$ cat config.mk
export PLATFORM = sky130hd
export DESIGN_NAME = low_freq_interval_timer
export DESIGN_NICKNAME = d
export VERILOG_FILES = /design/src/shared/interval_timer_pkg.sv /design/src/lf_period_counter.sv /design/src/low_freq_interval_timer.sv
export SDC_FILE = /design/constraint.sdc
export NUM_CORES = 1
export LEC_CHECK = 0
export ABC_AREA = 1
export BUFFER_PORTS_ARGS = -buffer_cell sky130_fd_sc_hd__buf_2
export CORE_ASPECT_RATIO = 0.6
export CORE_UTILIZATION = 55
export DETAILED_ROUTE_END_ITERATION = 6
export PLACE_DENSITY = 0.86
export SLEW_MARGIN = 20
export SYNTH_ARGS = -nofsm -noshare
export SYNTH_HDL_FRONTEND = slang
export SYNTH_SLANG_ARGS = --single-unit
$ cat constraint.sdc
create_clock -name clk -period 2.28 [get_ports clk]
set_input_delay 0.228 -clock clk [delete_from_list [all_inputs] [get_ports clk]]
set_output_delay 0.228 -clock clk [all_outputs]
set_load 0.02 [all_outputs]
$ cat src/shared/interval_timer_pkg.sv
// Package with the register map, field layout and types of the interval timer.
package interval_timer_pkg;

  // ****************************************************************
  // Register map
  // ****************************************************************
  localparam logic [11:0] CTRL_OFFSET   = 12'h310;
  localparam logic [11:0] STATUS_OFFSET = 12'h314;
  localparam logic [11:0] MASK_OFFSET   = 12'h318;

  // ****************************************************************
  // Field layout and reset values
  // ****************************************************************
  localparam int          RUN_BIT      = 0;
  localparam int          SEL_LSB      = 1;
  localparam int          SEL_MSB      = 2;
  localparam int          GUARD_BIT    = 7;
  localparam int          TICK_BIT     = 0;
  localparam logic [7:0]  CTRL_RESET   = 8'h00;
  localparam logic [7:0]  STATUS_RESET = 8'h00;
  localparam logic [7:0]  MASK_RESET   = 8'h00;

  // ****************************************************************
  // Timing
  // ****************************************************************
  localparam int          CNT_W        = 14;
  localparam int          PERIOD_LOG2  = 14;
  localparam int          LF_FREQ_HZ   = 32768;
  localparam int          CLK_FREQ_HZ  = 40000000;
  // System clock cycles in one low-frequency period, rounded down.
  localparam int          LF_CYCLES    = CLK_FREQ_HZ / LF_FREQ_HZ;

  typedef struct packed {
    logic       guard;
    logic [1:0] period_select;
    logic       run;
  } ctrl_t;

  typedef struct packed {
    logic [11:0] addr;
    logic [7:0]  wdata;
    logic        wr;
    logic        rd;
  } reg_req_t;

  // Last count of a period of 2^(14 - select) low-frequency cycles: that length minus one.
  function automatic logic [CNT_W-1:0] period_last(input logic [1:0] sel);
    logic [CNT_W:0] span;
    span = (CNT_W+1)'(1) << (PERIOD_LOG2 - int'(sel));
    return CNT_W'(span - (CNT_W+1)'(1));
  endfunction : period_last

endpackage : interval_timer_pkg

$ cat src/lf_period_counter.sv
// Period counter advanced by low-frequency clock edges.
`timescale 1ns/10ps
`default_nettype none
module lf_period_counter
  import interval_timer_pkg::*;
(
  input  wire logic             clk,       // System clock.
  input  wire logic             rst_n,     // Asynchronous reset, low.
  input  wire logic             run,       // Count enable; low clears.
  input  wire logic             advance,   // One low-frequency edge.
  input  wire logic [CNT_W-1:0] last,      // Last count of the period.
  output logic      [CNT_W-1:0] count,     // Current count.
  output logic                  done       // Period completes now.
);

  logic [CNT_W-1:0] count_reg;
  logic [CNT_W-1:0] count_next;

  // The compare is >= so that a shorter period chosen mid-count still wraps.
  always_comb begin
    done       = run && advance && (count_reg >= last);
    count_next = count_reg;
    if (!run) begin
      count_next = '0;
    end else if (done) begin
      count_next = '0;
    end else if (advance) begin
      count_next = count_reg + CNT_W'(1);
    end
  end

  always_ff @(posedge clk or negedge rst_n) begin
    if (!rst_n) begin
      count_reg <= '0;
    end else begin
      count_reg <= count_next;
    end
  end

  assign count = count_reg;

endmodule : lf_period_counter
`default_nettype wire

$ cat src/low_freq_interval_timer.sv
// Low-frequency interval timer with register port and interrupt.
//
// Behaviour
// - Period select 00..11 gives 2^14, 2^13, 2^12, 2^11 low-frequency cycles.
// - Run bit 0 holds the counter stopped and cleared; 1 lets it count.
// - Counter advances only on edges of the 32.768 kHz low-frequency clock.
// - Period event wakes the device from standby, except in stop mode.
// - Counting continues in any mode while the low-frequency clock runs.
`timescale 1ns/10ps
`default_nettype none
module low_freq_interval_timer
  import interval_timer_pkg::*;
(
  input  wire logic        clk,               // System clock, 40 MHz.
  input  wire logic        rst_n,             // Asynchronous reset, low.
  input  wire logic        low_freq_clock,    // 32.768 kHz clock pin.
  input  wire logic        stop_mode,         // Device is in stop mode.
  input  wire logic [11:0] addr,              // Register address.
  input  wire logic [7:0]  wdata,             // Register write data.
  input  wire logic        wr,                // Write strobe.
  input  wire logic        rd,                // Read strobe.
  output logic      [7:0]  rdata,             // Read data, cycle after rd.
  output logic             interval_tick_irq, // One-cycle period pulse.
  output logic             wake_req,          // One-cycle standby wake.
  output logic             irq                // Level interrupt.
);
  import interval_timer_pkg::*;

  // ****************************************************************
  // Low-frequency clock sampling
  // ****************************************************************
  // The pin is asynchronous to clk; only the second and third stages are looked at.
  logic lf_meta_reg, lf_sync_reg, lf_prev_reg;
  logic lf_rise;

  always_ff @(posedge clk or negedge rst_n) begin
    if (!rst_n) begin
      lf_meta_reg <= 1'b0;
      lf_sync_reg <= 1'b0;
      lf_prev_reg <= 1'b0;
    end else begin
      lf_meta_reg <= low_freq_clock;
      lf_sync_reg <= lf_meta_reg;
      lf_prev_reg <= lf_sync_reg;
    end
  end

  assign lf_rise = lf_sync_reg && !lf_prev_reg;

  // ****************************************************************
  // Registers
  // ****************************************************************
  reg_req_t   req;
  ctrl_t      ctrl_reg, ctrl_next;
  logic [7:0] status_reg, status_next;
  logic [7:0] mask_reg, mask_next;
  logic [7:0] rdata_reg, rdata_next;
  logic       tick_reg, wake_reg, irq_reg;
  logic       tick_next, wake_next, irq_next;
  logic [CNT_W-1:0] cnt;
  logic       done;

  assign req = '{addr: addr, wdata: wdata, wr: wr, rd: rd};

  always_comb begin
    ctrl_next   = ctrl_reg;
    status_next = status_reg;
    mask_next   = mask_reg;
    rdata_next  = 8'h00;
    if (req.wr) begin
      if (req.addr == CTRL_OFFSET) begin
        ctrl_next.run           = req.wdata[RUN_BIT];
        ctrl_next.period_select = req.wdata[SEL_MSB:SEL_LSB];
        ctrl_next.guard         = req.wdata[GUARD_BIT];
      end else if (req.addr == STATUS_OFFSET) begin
        status_next = status_reg & ~req.wdata;
      end else if (req.addr == MASK_OFFSET) begin
        mask_next = req.wdata;
      end
    end
    // A period event in the clearing cycle is kept: set wins.
    if (done) begin
      status_next[TICK_BIT] = 1'b1;
    end
    if (req.rd) begin
      if (req.addr == CTRL_OFFSET) begin
        rdata_next[RUN_BIT]         = ctrl_reg.run;
        rdata_next[SEL_MSB:SEL_LSB] = ctrl_reg.period_select;
        rdata_next[GUARD_BIT]       = ctrl_reg.guard;
      end else if (req.addr == STATUS_OFFSET) begin
        rdata_next = status_reg;
      end else if (req.addr == MASK_OFFSET) begin
        rdata_next = mask_reg;
      end
    end
    tick_next = done;
    // No wake is raised in stop mode, though the counter and tick keep running there.
    wake_next = done && !stop_mode;
    irq_next  = |(status_next & mask_next);
  end

  always_ff @(posedge clk or negedge rst_n) begin
    if (!rst_n) begin
      ctrl_reg   <= ctrl_t'(CTRL_RESET[3:0]);
      status_reg <= STATUS_RESET;
      mask_reg   <= MASK_RESET;
      rdata_reg  <= 8'h00;
      tick_reg   <= 1'b0;
      wake_reg   <= 1'b0;
      irq_reg    <= 1'b0;
    end else begin
      ctrl_reg   <= ctrl_next;
      status_reg <= status_next;
      mask_reg   <= mask_next;
      rdata_reg  <= rdata_next;
      tick_reg   <= tick_next;
      wake_reg   <= wake_next;
      irq_reg    <= irq_next;
    end
  end

  // ****************************************************************
  // Period counter
  // ****************************************************************
  // No mode input gates the counter: it runs whenever lf edges arrive.
  lf_period_counter u_counter (
    .clk     (clk),
    .rst_n   (rst_n),
    .run     (ctrl_reg.run),
    .advance (lf_rise),
    .last    (period_last(ctrl_reg.period_select)),
    .count   (cnt),
    .done    (done)
  );

  assign rdata             = rdata_reg;
  assign interval_tick_irq = tick_reg;
  assign wake_req          = wake_reg;
  assign irq               = irq_reg;

  // ****************************************************************
  // Assertions
  // ****************************************************************
  // A select change inside a period may shorten that one period, so the
  // exact-length check is relaxed until the next wrap or stop.
  logic sel_moved_reg;
  logic sel_moved_next;

  always_comb begin
    sel_moved_next = sel_moved_reg;
    if (!ctrl_reg.run || done) begin
      sel_moved_next = 1'b0;
    end
    if (ctrl_next.period_select != ctrl_reg.period_select) begin
      sel_moved_next = 1'b1;
    end
  end

  always_ff @(posedge clk or negedge rst_n) begin
    if (!rst_n) begin
      sel_moved_reg <= 1'b0;
    end else begin
      sel_moved_reg <= sel_moved_next;
    end
  end
endmodule : low_freq_interval_timer
`default_nettype wire

Yosys cells after proc, flatten, opt, wreduce, memory -nomap -nowiden
Index checks and enable logic that the tools add are counted.
- flip-flop bits (word level): 48
- output and inout bits: 11
- word-level logic and storage cells: 50
- add/subtract/negate cells: 3
- order comparisons: 1
- equality and inequality tests: 4
- shifts and indexed selects: 1
- multiplexer cells: 17
- bitwise logic cells: 3
- reduce and logical (&&, ||, !) cells: 8
- operator list (operator ; number):
    $mux 8 ; 10
    $mux 14 ; 3
    $eq 12x10->1 const B ; 3
    $shl 1x32->14 const A ; 1
    $and 8x8->8 ; 2
    $add 14x1->14 const B ; 1
    $ge 14x14->1 ; 1
    $sub 14x1->14 const B ; 1
    $not 8->8 ; 1
    $reduce_or 8->1 ; 1
    $sub 4x2->5 const A ; 1
    $logic_and 1x1->1 ; 4
    $mux 4 ; 1
    $mux 3 ; 1
    $ne 3x1->1 const B ; 1
    $logic_not 1->1 ; 2
    $mux 1 ; 2
    $reduce_and 2->1 ; 1

Longest topological paths before layout
Gate-level depths: netlist (run 1).
- word-level depth: 8
- depth in mapped cells: 15

Cells and area by module
From an unflattened synthesis (run 1), not the netlist that was laid out.
- cells, all modules: 396
- area, all modules: 2902.8 um2
- by module, submodules not included (module ; instances ; cells each ; area each (um2)):
    low_freq_interval_timer ; 1 ; 189 ; 1585.3
    lf_period_counter ; 1 ; 207 ; 1317.5

Least setup slack after synthesis (run 1)
No wires, ideal clock.
- kind: reg2reg
- start point: reg ctrl_reg[1] (netlist name)
- end point: reg u_counter.count_reg[11] (netlist: u_counter.count[11])
- library setup time: 0.083 ns
- arrival time: 1.757 ns
- required time: 2.197 ns
- path slack: 0.440 ns
- stages on the path, launching flop included: 13
- clock period less this slack: 1.840 ns
- cell sequence: dfrtp_1 -> or2_2 -> ha_1 -> nand2_1 -> inv_1 -> nand2_1 -> nand2_1 -> a21oi_1 -> nand3_1 -> buf_4 -> nor2_1 -> nand2_1 -> o21ai_0
- cells in the longest elaborated chain, start to end: 7
- elaborated cells on any way between the ends: 8
- RTL lines (element ; line ; text):
    start, declared ; low_freq_interval_timer.sv:54 ; ctrl_t ctrl_reg, ctrl_next;
    start signal, assigned ; low_freq_interval_timer.sv:104 ; ctrl_reg <= ctrl_t'(CTRL_RESET[3:0]);
    start signal, assigned ; low_freq_interval_timer.sv:112 ; ctrl_reg <= ctrl_next;
    $sub 4x2->5 * ; interval_timer_pkg.sv:49 ; span = (CNT_W+1)'(1) << (PERIOD_LOG2 - int'(sel));
    $shl 1x32->14 * ; interval_timer_pkg.sv:49 ;
    $sub 14x1->14 * ; interval_timer_pkg.sv:50 ; return CNT_W'(span - (CNT_W+1)'(1));
    $ge 14x14->1 * ; lf_period_counter.sv:21 ; done = run && advance && (count_reg >= last);
    $logic_and 1x1->1 * ; lf_period_counter.sv:21 ;
    $mux 14 ; lf_period_counter.sv:25 ; end else if (done) begin
    $mux 14 ; lf_period_counter.sv:23 ; if (!run) begin
    end signal, assigned ; lf_period_counter.sv:36 ; count_reg <= count_next;
    end, declared ; lf_period_counter.sv:16 ; logic [CNT_W-1:0] count_reg;
Every way passes the cells marked *; elsewhere a longest branch is shown, timed or not.
A chain may end at the register's enable or synchronous reset.

Worst setup path in the final report (run 1)
- start point: reg ctrl_reg[2] (netlist name)
- end point: reg irq_reg (netlist: irq)
- cells in the longest elaborated chain, start to end: 8
- RTL lines (element ; line ; text):
    $sub 4x2->5 ; interval_timer_pkg.sv:49 ;
    $shl 1x32->14 ; interval_timer_pkg.sv:49 ;
    $sub 14x1->14 ; interval_timer_pkg.sv:50 ;
    $ge 14x14->1 ; lf_period_counter.sv:21 ;
    $logic_and 1x1->1 ; lf_period_counter.sv:21 ;
    $mux 1 ; low_freq_interval_timer.sv:82 ; if (done) begin
    net status_next[0] ; low_freq_interval_timer.sv:55 ; logic [7:0] status_reg, status_next;
    $and 8x8->8 ; low_freq_interval_timer.sv:99 ; irq_next = |(status_next & mask_next);
    $reduce_or 8->1 ; low_freq_interval_timer.sv:99 ;
    net irq_next ; low_freq_interval_timer.sv:59 ; logic tick_next, wake_next, irq_next;
    end signal, assigned ; low_freq_interval_timer.sv:118 ; irq_reg <= irq_next;
    end, declared ; low_freq_interval_timer.sv:58 ; logic tick_reg, wake_reg, irq_reg;
The timed path passes the listed nets, and every way through them passes these cells.

==> flow_metrics.tcl, run 1 <==
set metrics [dict create \
    grt_remaining_overflow 0 \
    yosysWarnings 0 \
    dr.pass1.iters 7 \
    initial_utilization_pct 58.7 \
    grtUsageTotal_pct 26.5 \
    dpl.hpwl_mm 4.22 \
    syn_avg_cell_area_um2 8.25 \
    worst_path_max_delay_cell "dfrtp_1" \
    vias_per_cell 5.26 \
    cp_common_cell "nand2_1" \
    fin_nets 379 \
    path_class "flop to flop" \
    whs_ns 0.0323 \
    syn_inst 300 \
    io_buffers 36 \
    drtIter0Drc 167 \
    root_buffer "clkbuf_8" \
    die_y_um 53.9 \
    synth_cell_types 31 \
    coreArea_um2 4210 \
    reg2regPathDepth 14 \
    grt_antenna_before_repair 0 \
    fillers 361 \
    dp_cells 397 \
    first_global_vias 2009 \
    wl_mm 5.58 \
    hold_depth 1 \
    synthArstFlopShare_pct 100 \
    regArea_um2 1200 \
    fin_skew_ns 0.00351 \
    setup_ws_ns 0.158 \
    outcome "finished, final reports clean" \
    path_buf_inv 1 \
    r2r_slack_ns 0.16 \
    leakagePower_uw 0.00151 \
    drv_slew 0 \
    multiInputGateArea_um2 1080 \
    maxCapViolCount 0 \
    rsz0062_at_grt "no" \
    worstReg2RegEnd "irq" \
    critical-path-max-stage-delay_ns 0.42 \
    crit_family "simple AND/OR/NAND/NOR gates" \
    netlist.area_leader.share_pct 48.6 \
    crit_path_start "ctrl_reg[2]" \
    routabilityCongestion 0.875 \
    clk_pin_slew_ns 0.09 \
    clk_latency_ns 0.29 \
    max_freq_ghz 0.471 \
    required_ns 2.47 \
    dp_slack_ns 0.182 \
    largest_reg_flops 14 \
    seq_area_frac_synth_pct 48.6 \
    syn_area_um2 2470 \
    die_w_um 88.6 \
    synth_area_leaders "dfrtp_1 (49%), nand2_1 (11%), inv_1 (6.8%)" \
    cts_buffers 5 \
    drt.antenna.violating_nets 0 \
    ioPinCount 37 \
    n_antenna_cell 0 \
    wl_per_cell_um 13.7 \
    period_needed_ns 2.12 \
    drc_errors 0 \
    cp_num_cells 14 \
    endpoint "irq" \
    grt_pass1_wl_mm 9.12 \
    grt_max_degree 24 \
    htreeDepth 2 \
    cts_sinks 48 \
    p_per_area_nw_per_um2 518 \
    final_layout_size_suffix_gt1_share_pct 19.1 \
    crit_path_start_kind "flop" \
    dieArea_um2 4780 \
    r2r-start "ctrl_reg[2]" \
    syn2layout_area_growth_pct 14.8 \
    ys.flop_type "dfrtp_1" \
    num_vias 2134 \
    synth-edff-count 0 \
    crit_arrival_ns 2.31 \
    setup_viol 0 \
    synth_top_area_cell "dfrtp_1" \
    std_cell_rows 18 \
    worst_setup_path_end_kind "flop" \
    clk_path_buf_depth 2 \
    peakVddDrop_mv 0.290 \
    cts_tree "yes" \
    ys_seq_elements 48 \
    path_cells "or2_2 > ha_1 > nand2_1 > inv_1 > nand2_1 > nand2_1 > a21oi_2 > nand2_1 > nand2_1 > nand2_1 > nand2_1 > nand2_1 > nor2_1 > nand2_1" \
    path_max_fanout 5 \
    final_cells 406 \
    hold_class "primary input to flop" \
    period_share_pct 93.1 \
    hold_viol 0 \
    finalSetupTns_ns 0 \
]
[power breakdown]
| group | leakage (uW) | switching, uW | total (uW) | internal, uW |
|---|---|---|---|---|
| sequential | 0.000648 | 1.83 | 856 | 854 |
| clock | 0.0000445 | 281 | 528 | 247 |
| combinational | 0.000812 | 56.9 | 86.9 | 30.0 |
| total | 0.00151 | 339 | 1470 | 1130 |
[synth_stat cells, drive strengths merged (2+ instances only)]
| cell type | count |
|---|---|
| xor2 | 6 |
| nand4 | 2 |
| a21oi | 13 |
| nor2 | 31 |
| inv | 48 |
| a21boi | 4 |
| nand3 | 19 |
| nand2 | 75 |
| ha | 8 |
| dfrtp | 48 |
| buf | 2 |
| conb | 2 |
| o22ai | 6 |
| o21ai | 26 |
| nor3 | 2 |
| o211ai | 3 |
[per-stage QoR]
| step | util [%] | cell area [um^2] | power (uW) |
|---|---|---|---|
| final | 67.4 | 2840 | 1470 |
| after global routing | 67.4 | 2840 | 1530 |
| after CTS | 67.4 | 2840 | 1480 |
| after detailed placement | 64.9 | 2730 | 960 |
| after global placement | 64.9 | 2730 | 956 |
| after floorplan | - | 2480 | 905 |
[worst register-to-register path, stage by stage (launching register included)]
cell,delay (ns)
dfrtp_1,0.42
or2_2,0.29
ha_1,0.30
nand2_1,0.12
inv_1,0.07
nand2_1,0.07
nand2_1,0.06
a21oi_2,0.13
nand2_1,0.07
nand2_1,0.11
nand2_1,0.09
nand2_1,0.08
nand2_1,0.06
nor2_1,0.09
nand2_1,0.06
[logic make-up (layout without fill, tap and decap cells)]
kind of cell,count (synthesis),count (layout),share of synthesized area [%]
simple gates,130,130,23.8
compound gates,53,53,12.1
buf+inv,51,96,8.19
flops,48,48,48.6
fa+ha+maj,8,8,4.05
xor+xnor,7,7,2.48
other cells,2,3,0.304
mux,1,1,0.455
[worst min-delay path by stage]
stage | start | end | slack [ns]
after floorplan | rst_n | ctrl_reg[0] | -0.07
after global placement | rst_n | u_counter.count[1] | 0.13
after detailed placement | rst_n | u_counter.count[1] | 0.14
after CTS | low_freq_clock | lf_meta_reg | 0.03
after global routing | low_freq_clock | lf_meta_reg | 0.01
final | low_freq_clock | lf_meta_reg | 0.03
[what timing repair did]
item                       4_1_cts  5_1_grt
resized for setup                0        1
hold buffers                     1        0
buffers inserted                 0        0
setup endpoints to repair        0        1
hold endpoints to repair        12        0
[layout by cell type (no fill, tap or decap), types with 2 or more instances in the layout]
master    instances
nor2_1           25
buf_4             3
o22ai_1           6
nand2_1          74
inv_1            45
conb_1            3
xor2_1            6
nand3_1          16
o21ai_2           2
o21ai_0          18
ha_1              8
o211ai_1          3
nand3_2           3
dfrtp_1          48
nor2_4            3
buf_2            36
clkbuf_8          6
nor2_2            3
inv_2             3
a21boi_1          4
a21oi_1          12
o21ai_1           6
[per-layer routing]
layer	share of wire, %	up-vias	track usage (%)
met2	43	99	39.9
met1	48	986	39.1
met4	0.48	0	6.72
met5	0	-	0
met3	8.2	4	5.98
li1	-	1045	-
[area by class of cell]
class                      instances  share of cell area (%)
clock buffer                       7                    3.04
multi-input combinational        202                    37.9
tap                               60                    2.64
clock inverter                     1                   0.264
sequential                        48                    42.3
timing repair buffer              40                    7.49
inverter                          48                    6.34
Power figures use the tool's default switching activity.
==> run 2: changes to the inputs <==
--- a/config.mk
+++ b/config.mk
@@ -8,6 +8,7 @@
 export ABC_AREA = 1
 export BUFFER_PORTS_ARGS = -buffer_cell sky130_fd_sc_hd__buf_2
 export CORE_ASPECT_RATIO = 0.6
+export CORE_MARGIN = 4
 export CORE_UTILIZATION = 55
 export DETAILED_ROUTE_END_ITERATION = 6
 export PLACE_DENSITY = 0.86
==> constraint.sdc (replaced) <==
create_clock -name clk -period 2.5 [get_ports clk]
set_input_delay 0.25 -clock clk [delete_from_list [all_inputs] [get_ports clk]]
set_output_delay 0.25 -clock clk [all_outputs]
set_load 0.02 [all_outputs]
==> run 2 against run 1 <==
  * Die area increased by 19%
  * Clock power shrank 8.9%
  * Total power fell by 8.9%
  * Critical path depth shrank 3
  * Core utilization decreased by 0.089 points
  * Clock-buffer cell count fell by 1
  * Via count decreased by 2.4%
  * Sequential cell count unchanged
==> flow_metrics.tcl, run 2 (synthesis gave the netlist of run 1 again) <==
set metrics [dict create \
    setup_ws_ns 0.267 \
    grtUsageMet3_pct 4.28 \
    peakVddDrop_mv 0.288 \
    leakagePower_uw 0.00151 \
    final_common_cell "nand2_1" \
    hold_depth 1 \
    grtUsageMet1_pct 31.1 \
    grt_pass1_wl_mm 8.52 \
    met2_usage_pct 28.0 \
    period_needed_ns 2.23 \
    dpl.hpwl_mm 3.95 \
    r2r-start "ctrl_reg[2]" \
    grt_max_degree 26 \
    hold_class "primary input to flop" \
    fillers 343 \
    fin_skew_ns 0.00463 \
    final_layout_size_suffix_gt1_share_pct 19.1 \
    path_buf_inv 2 \
    path_class "flop to flop" \
    first_global_vias 1844 \
    maxCapViolCount 0 \
    finalSetupTns_ns 0 \
    crit_path_start "ctrl_reg[2]" \
    worst_slew_margin_rel_pct 64.0 \
    rsz0062_at_grt "no" \
    crit_path_start_kind "flop" \
    hold_viol 0 \
    multiInputGateArea_um2 1080 \
    required_ns 2.71 \
    io_buffers 36 \
    syn2layout_area_growth_pct 14.7 \
    wl_per_cell_um 12.9 \
    grt_remaining_overflow 0 \
    drtIter0Drc 147 \
    htreeDepth 2 \
    num_vias 2083 \
    drt.antenna.violating_nets 0 \
    largest_reg_flops 14 \
    dr.pass1.iters 5 \
    cts_buffers 5 \
    cp_common_cell "nand2_1" \
    clk_latency_ns 0.30 \
    drv_slew 0 \
    hp-start "low_freq_clock" \
    worst_setup_path_end_kind "flop" \
    crit_family "simple AND/OR/NAND/NOR gates" \
    grtUsageTotal_pct 20.2 \
    vias_per_cell 5.14 \
    outcome "finished, final reports clean" \
    dp_slack_ns 0.262 \
    period_share_pct 89.3 \
    clk_path_buf_depth 2 \
    final_cell_mix "nand2_1 (74), dfrtp_1 (48), inv_1 (45), buf_2 (36), nor2_1 (25)" \
    dieArea_um2 5670 \
    path_cells "or2_2 > ha_1 > nand2_1 > inv_1 > nand2_1 > nand2_1 > a21oi_1 > nand3_2 > inv_1 > o211ai_1 > o21ai_0" \
    max_slew.worst_pin.slew_ns 0.539 \
    wl_mm 5.23 \
    crit_arrival_ns 2.45 \
    regArea_um2 1200 \
    top_usage_layer "met1" \
    utilization_pct 67.4 \
    max_freq_ghz 0.448 \
    grt_antenna_before_repair 0 \
    routabilityCongestion 0.881 \
    reg2regPathDepth 11 \
    cp_num_cells 11 \
    clk_pin_slew_ns 0.09 \
    root_buffer "clkbuf_8" \
    coreArea_um2 4210 \
    postCtsSetupBuffers 0 \
    std_cell_rows 18 \
    initial_utilization_pct 58.7 \
    ioPinCount 37 \
    critical-path-max-stage-delay_ns 0.43 \
    drc_errors 0 \
    fin_nets 378 \
    n_antenna_cell 0 \
    worst_path_max_delay_cell "dfrtp_1" \
    setup_viol 0 \
    die_w_um 94.6 \
    cts_tree "yes" \
    p_per_area_nw_per_um2 472 \
    path_max_fanout 11 \
    die_y_um 59.9 \
    cts_sinks 48 \
]
## run 2: per-stage QoR
stage	instances	total power, uW	instance area, um^2	hold slack, ns
after floorplan	301	825	2480	-0.0456
after global placement	396	870	2730	0.263
after detailed placement	396	873	2730	0.262
after CTS	405	1350	2830	0.0395
after global routing	405	1400	2840	0.0419
final	405	1340	2840	0.0511
## run 2: path summary, 6_finish.rpt
| check | slack [ns] | end |
|---|---|---|
| max in group asynchronous | 1.32 | mask_reg[1] |
| hold / removal | 0.05 | lf_meta_reg |
| hold reg to reg | 0.36 | lf_sync_reg |
| min in group asynchronous | 0.46 | u_counter.count[1] |
| setup reg to reg | 0.27 | u_counter.count[12] |
| setup / recovery | 0.27 | u_counter.count[12] |
## run 2: cell type report
class,count,share of cell area (%)
Sequential cell,48,42.3
Clock buffer,6,2.91
Inverter,48,6.35
Timing Repair Buffer,39,7.23
Clock inverter,2,0.485
Multi-Input combinational cell,202,38.0
Tap cell,60,2.65
## run 2: power breakdown
| part | total, uW | internal [uW] | leakage [uW] | switching, uW |
|---|---|---|---|---|
| combinational | 77.7 | 26.4 | 0.000809 | 51.3 |
| sequential | 781 | 779 | 0.000648 | 1.52 |
| clock | 481 | 226 | 0.0000516 | 255 |
## run 2: per-layer routing
layer  vias up  wire, um  part of all wire [%]
met2        96      2140                    41
met3         8       430                   8.2
met1       940      2590                    50
li1       1039         -                     -
met5         -         0                     0
met4         0        70                   1.3
## run 2: timing repair
item	4_1_cts	5_1_grt
resized for setup	0	1
hold endpoints to repair	23	0
endpoints found under the setup margin	0	1
hold buffers	1	0
## run 2: worst register-to-register path, cell delays in order (launching register included)
cell and delay (ns):
dfrtp_1 0.43, or2_2 0.29, ha_1 0.30, nand2_1 0.10
inv_1 0.04, nand2_1 0.05, nand2_1 0.05, a21oi_1 0.21
nand3_2 0.26, inv_1 0.20, o211ai_1 0.11, o21ai_0 0.11
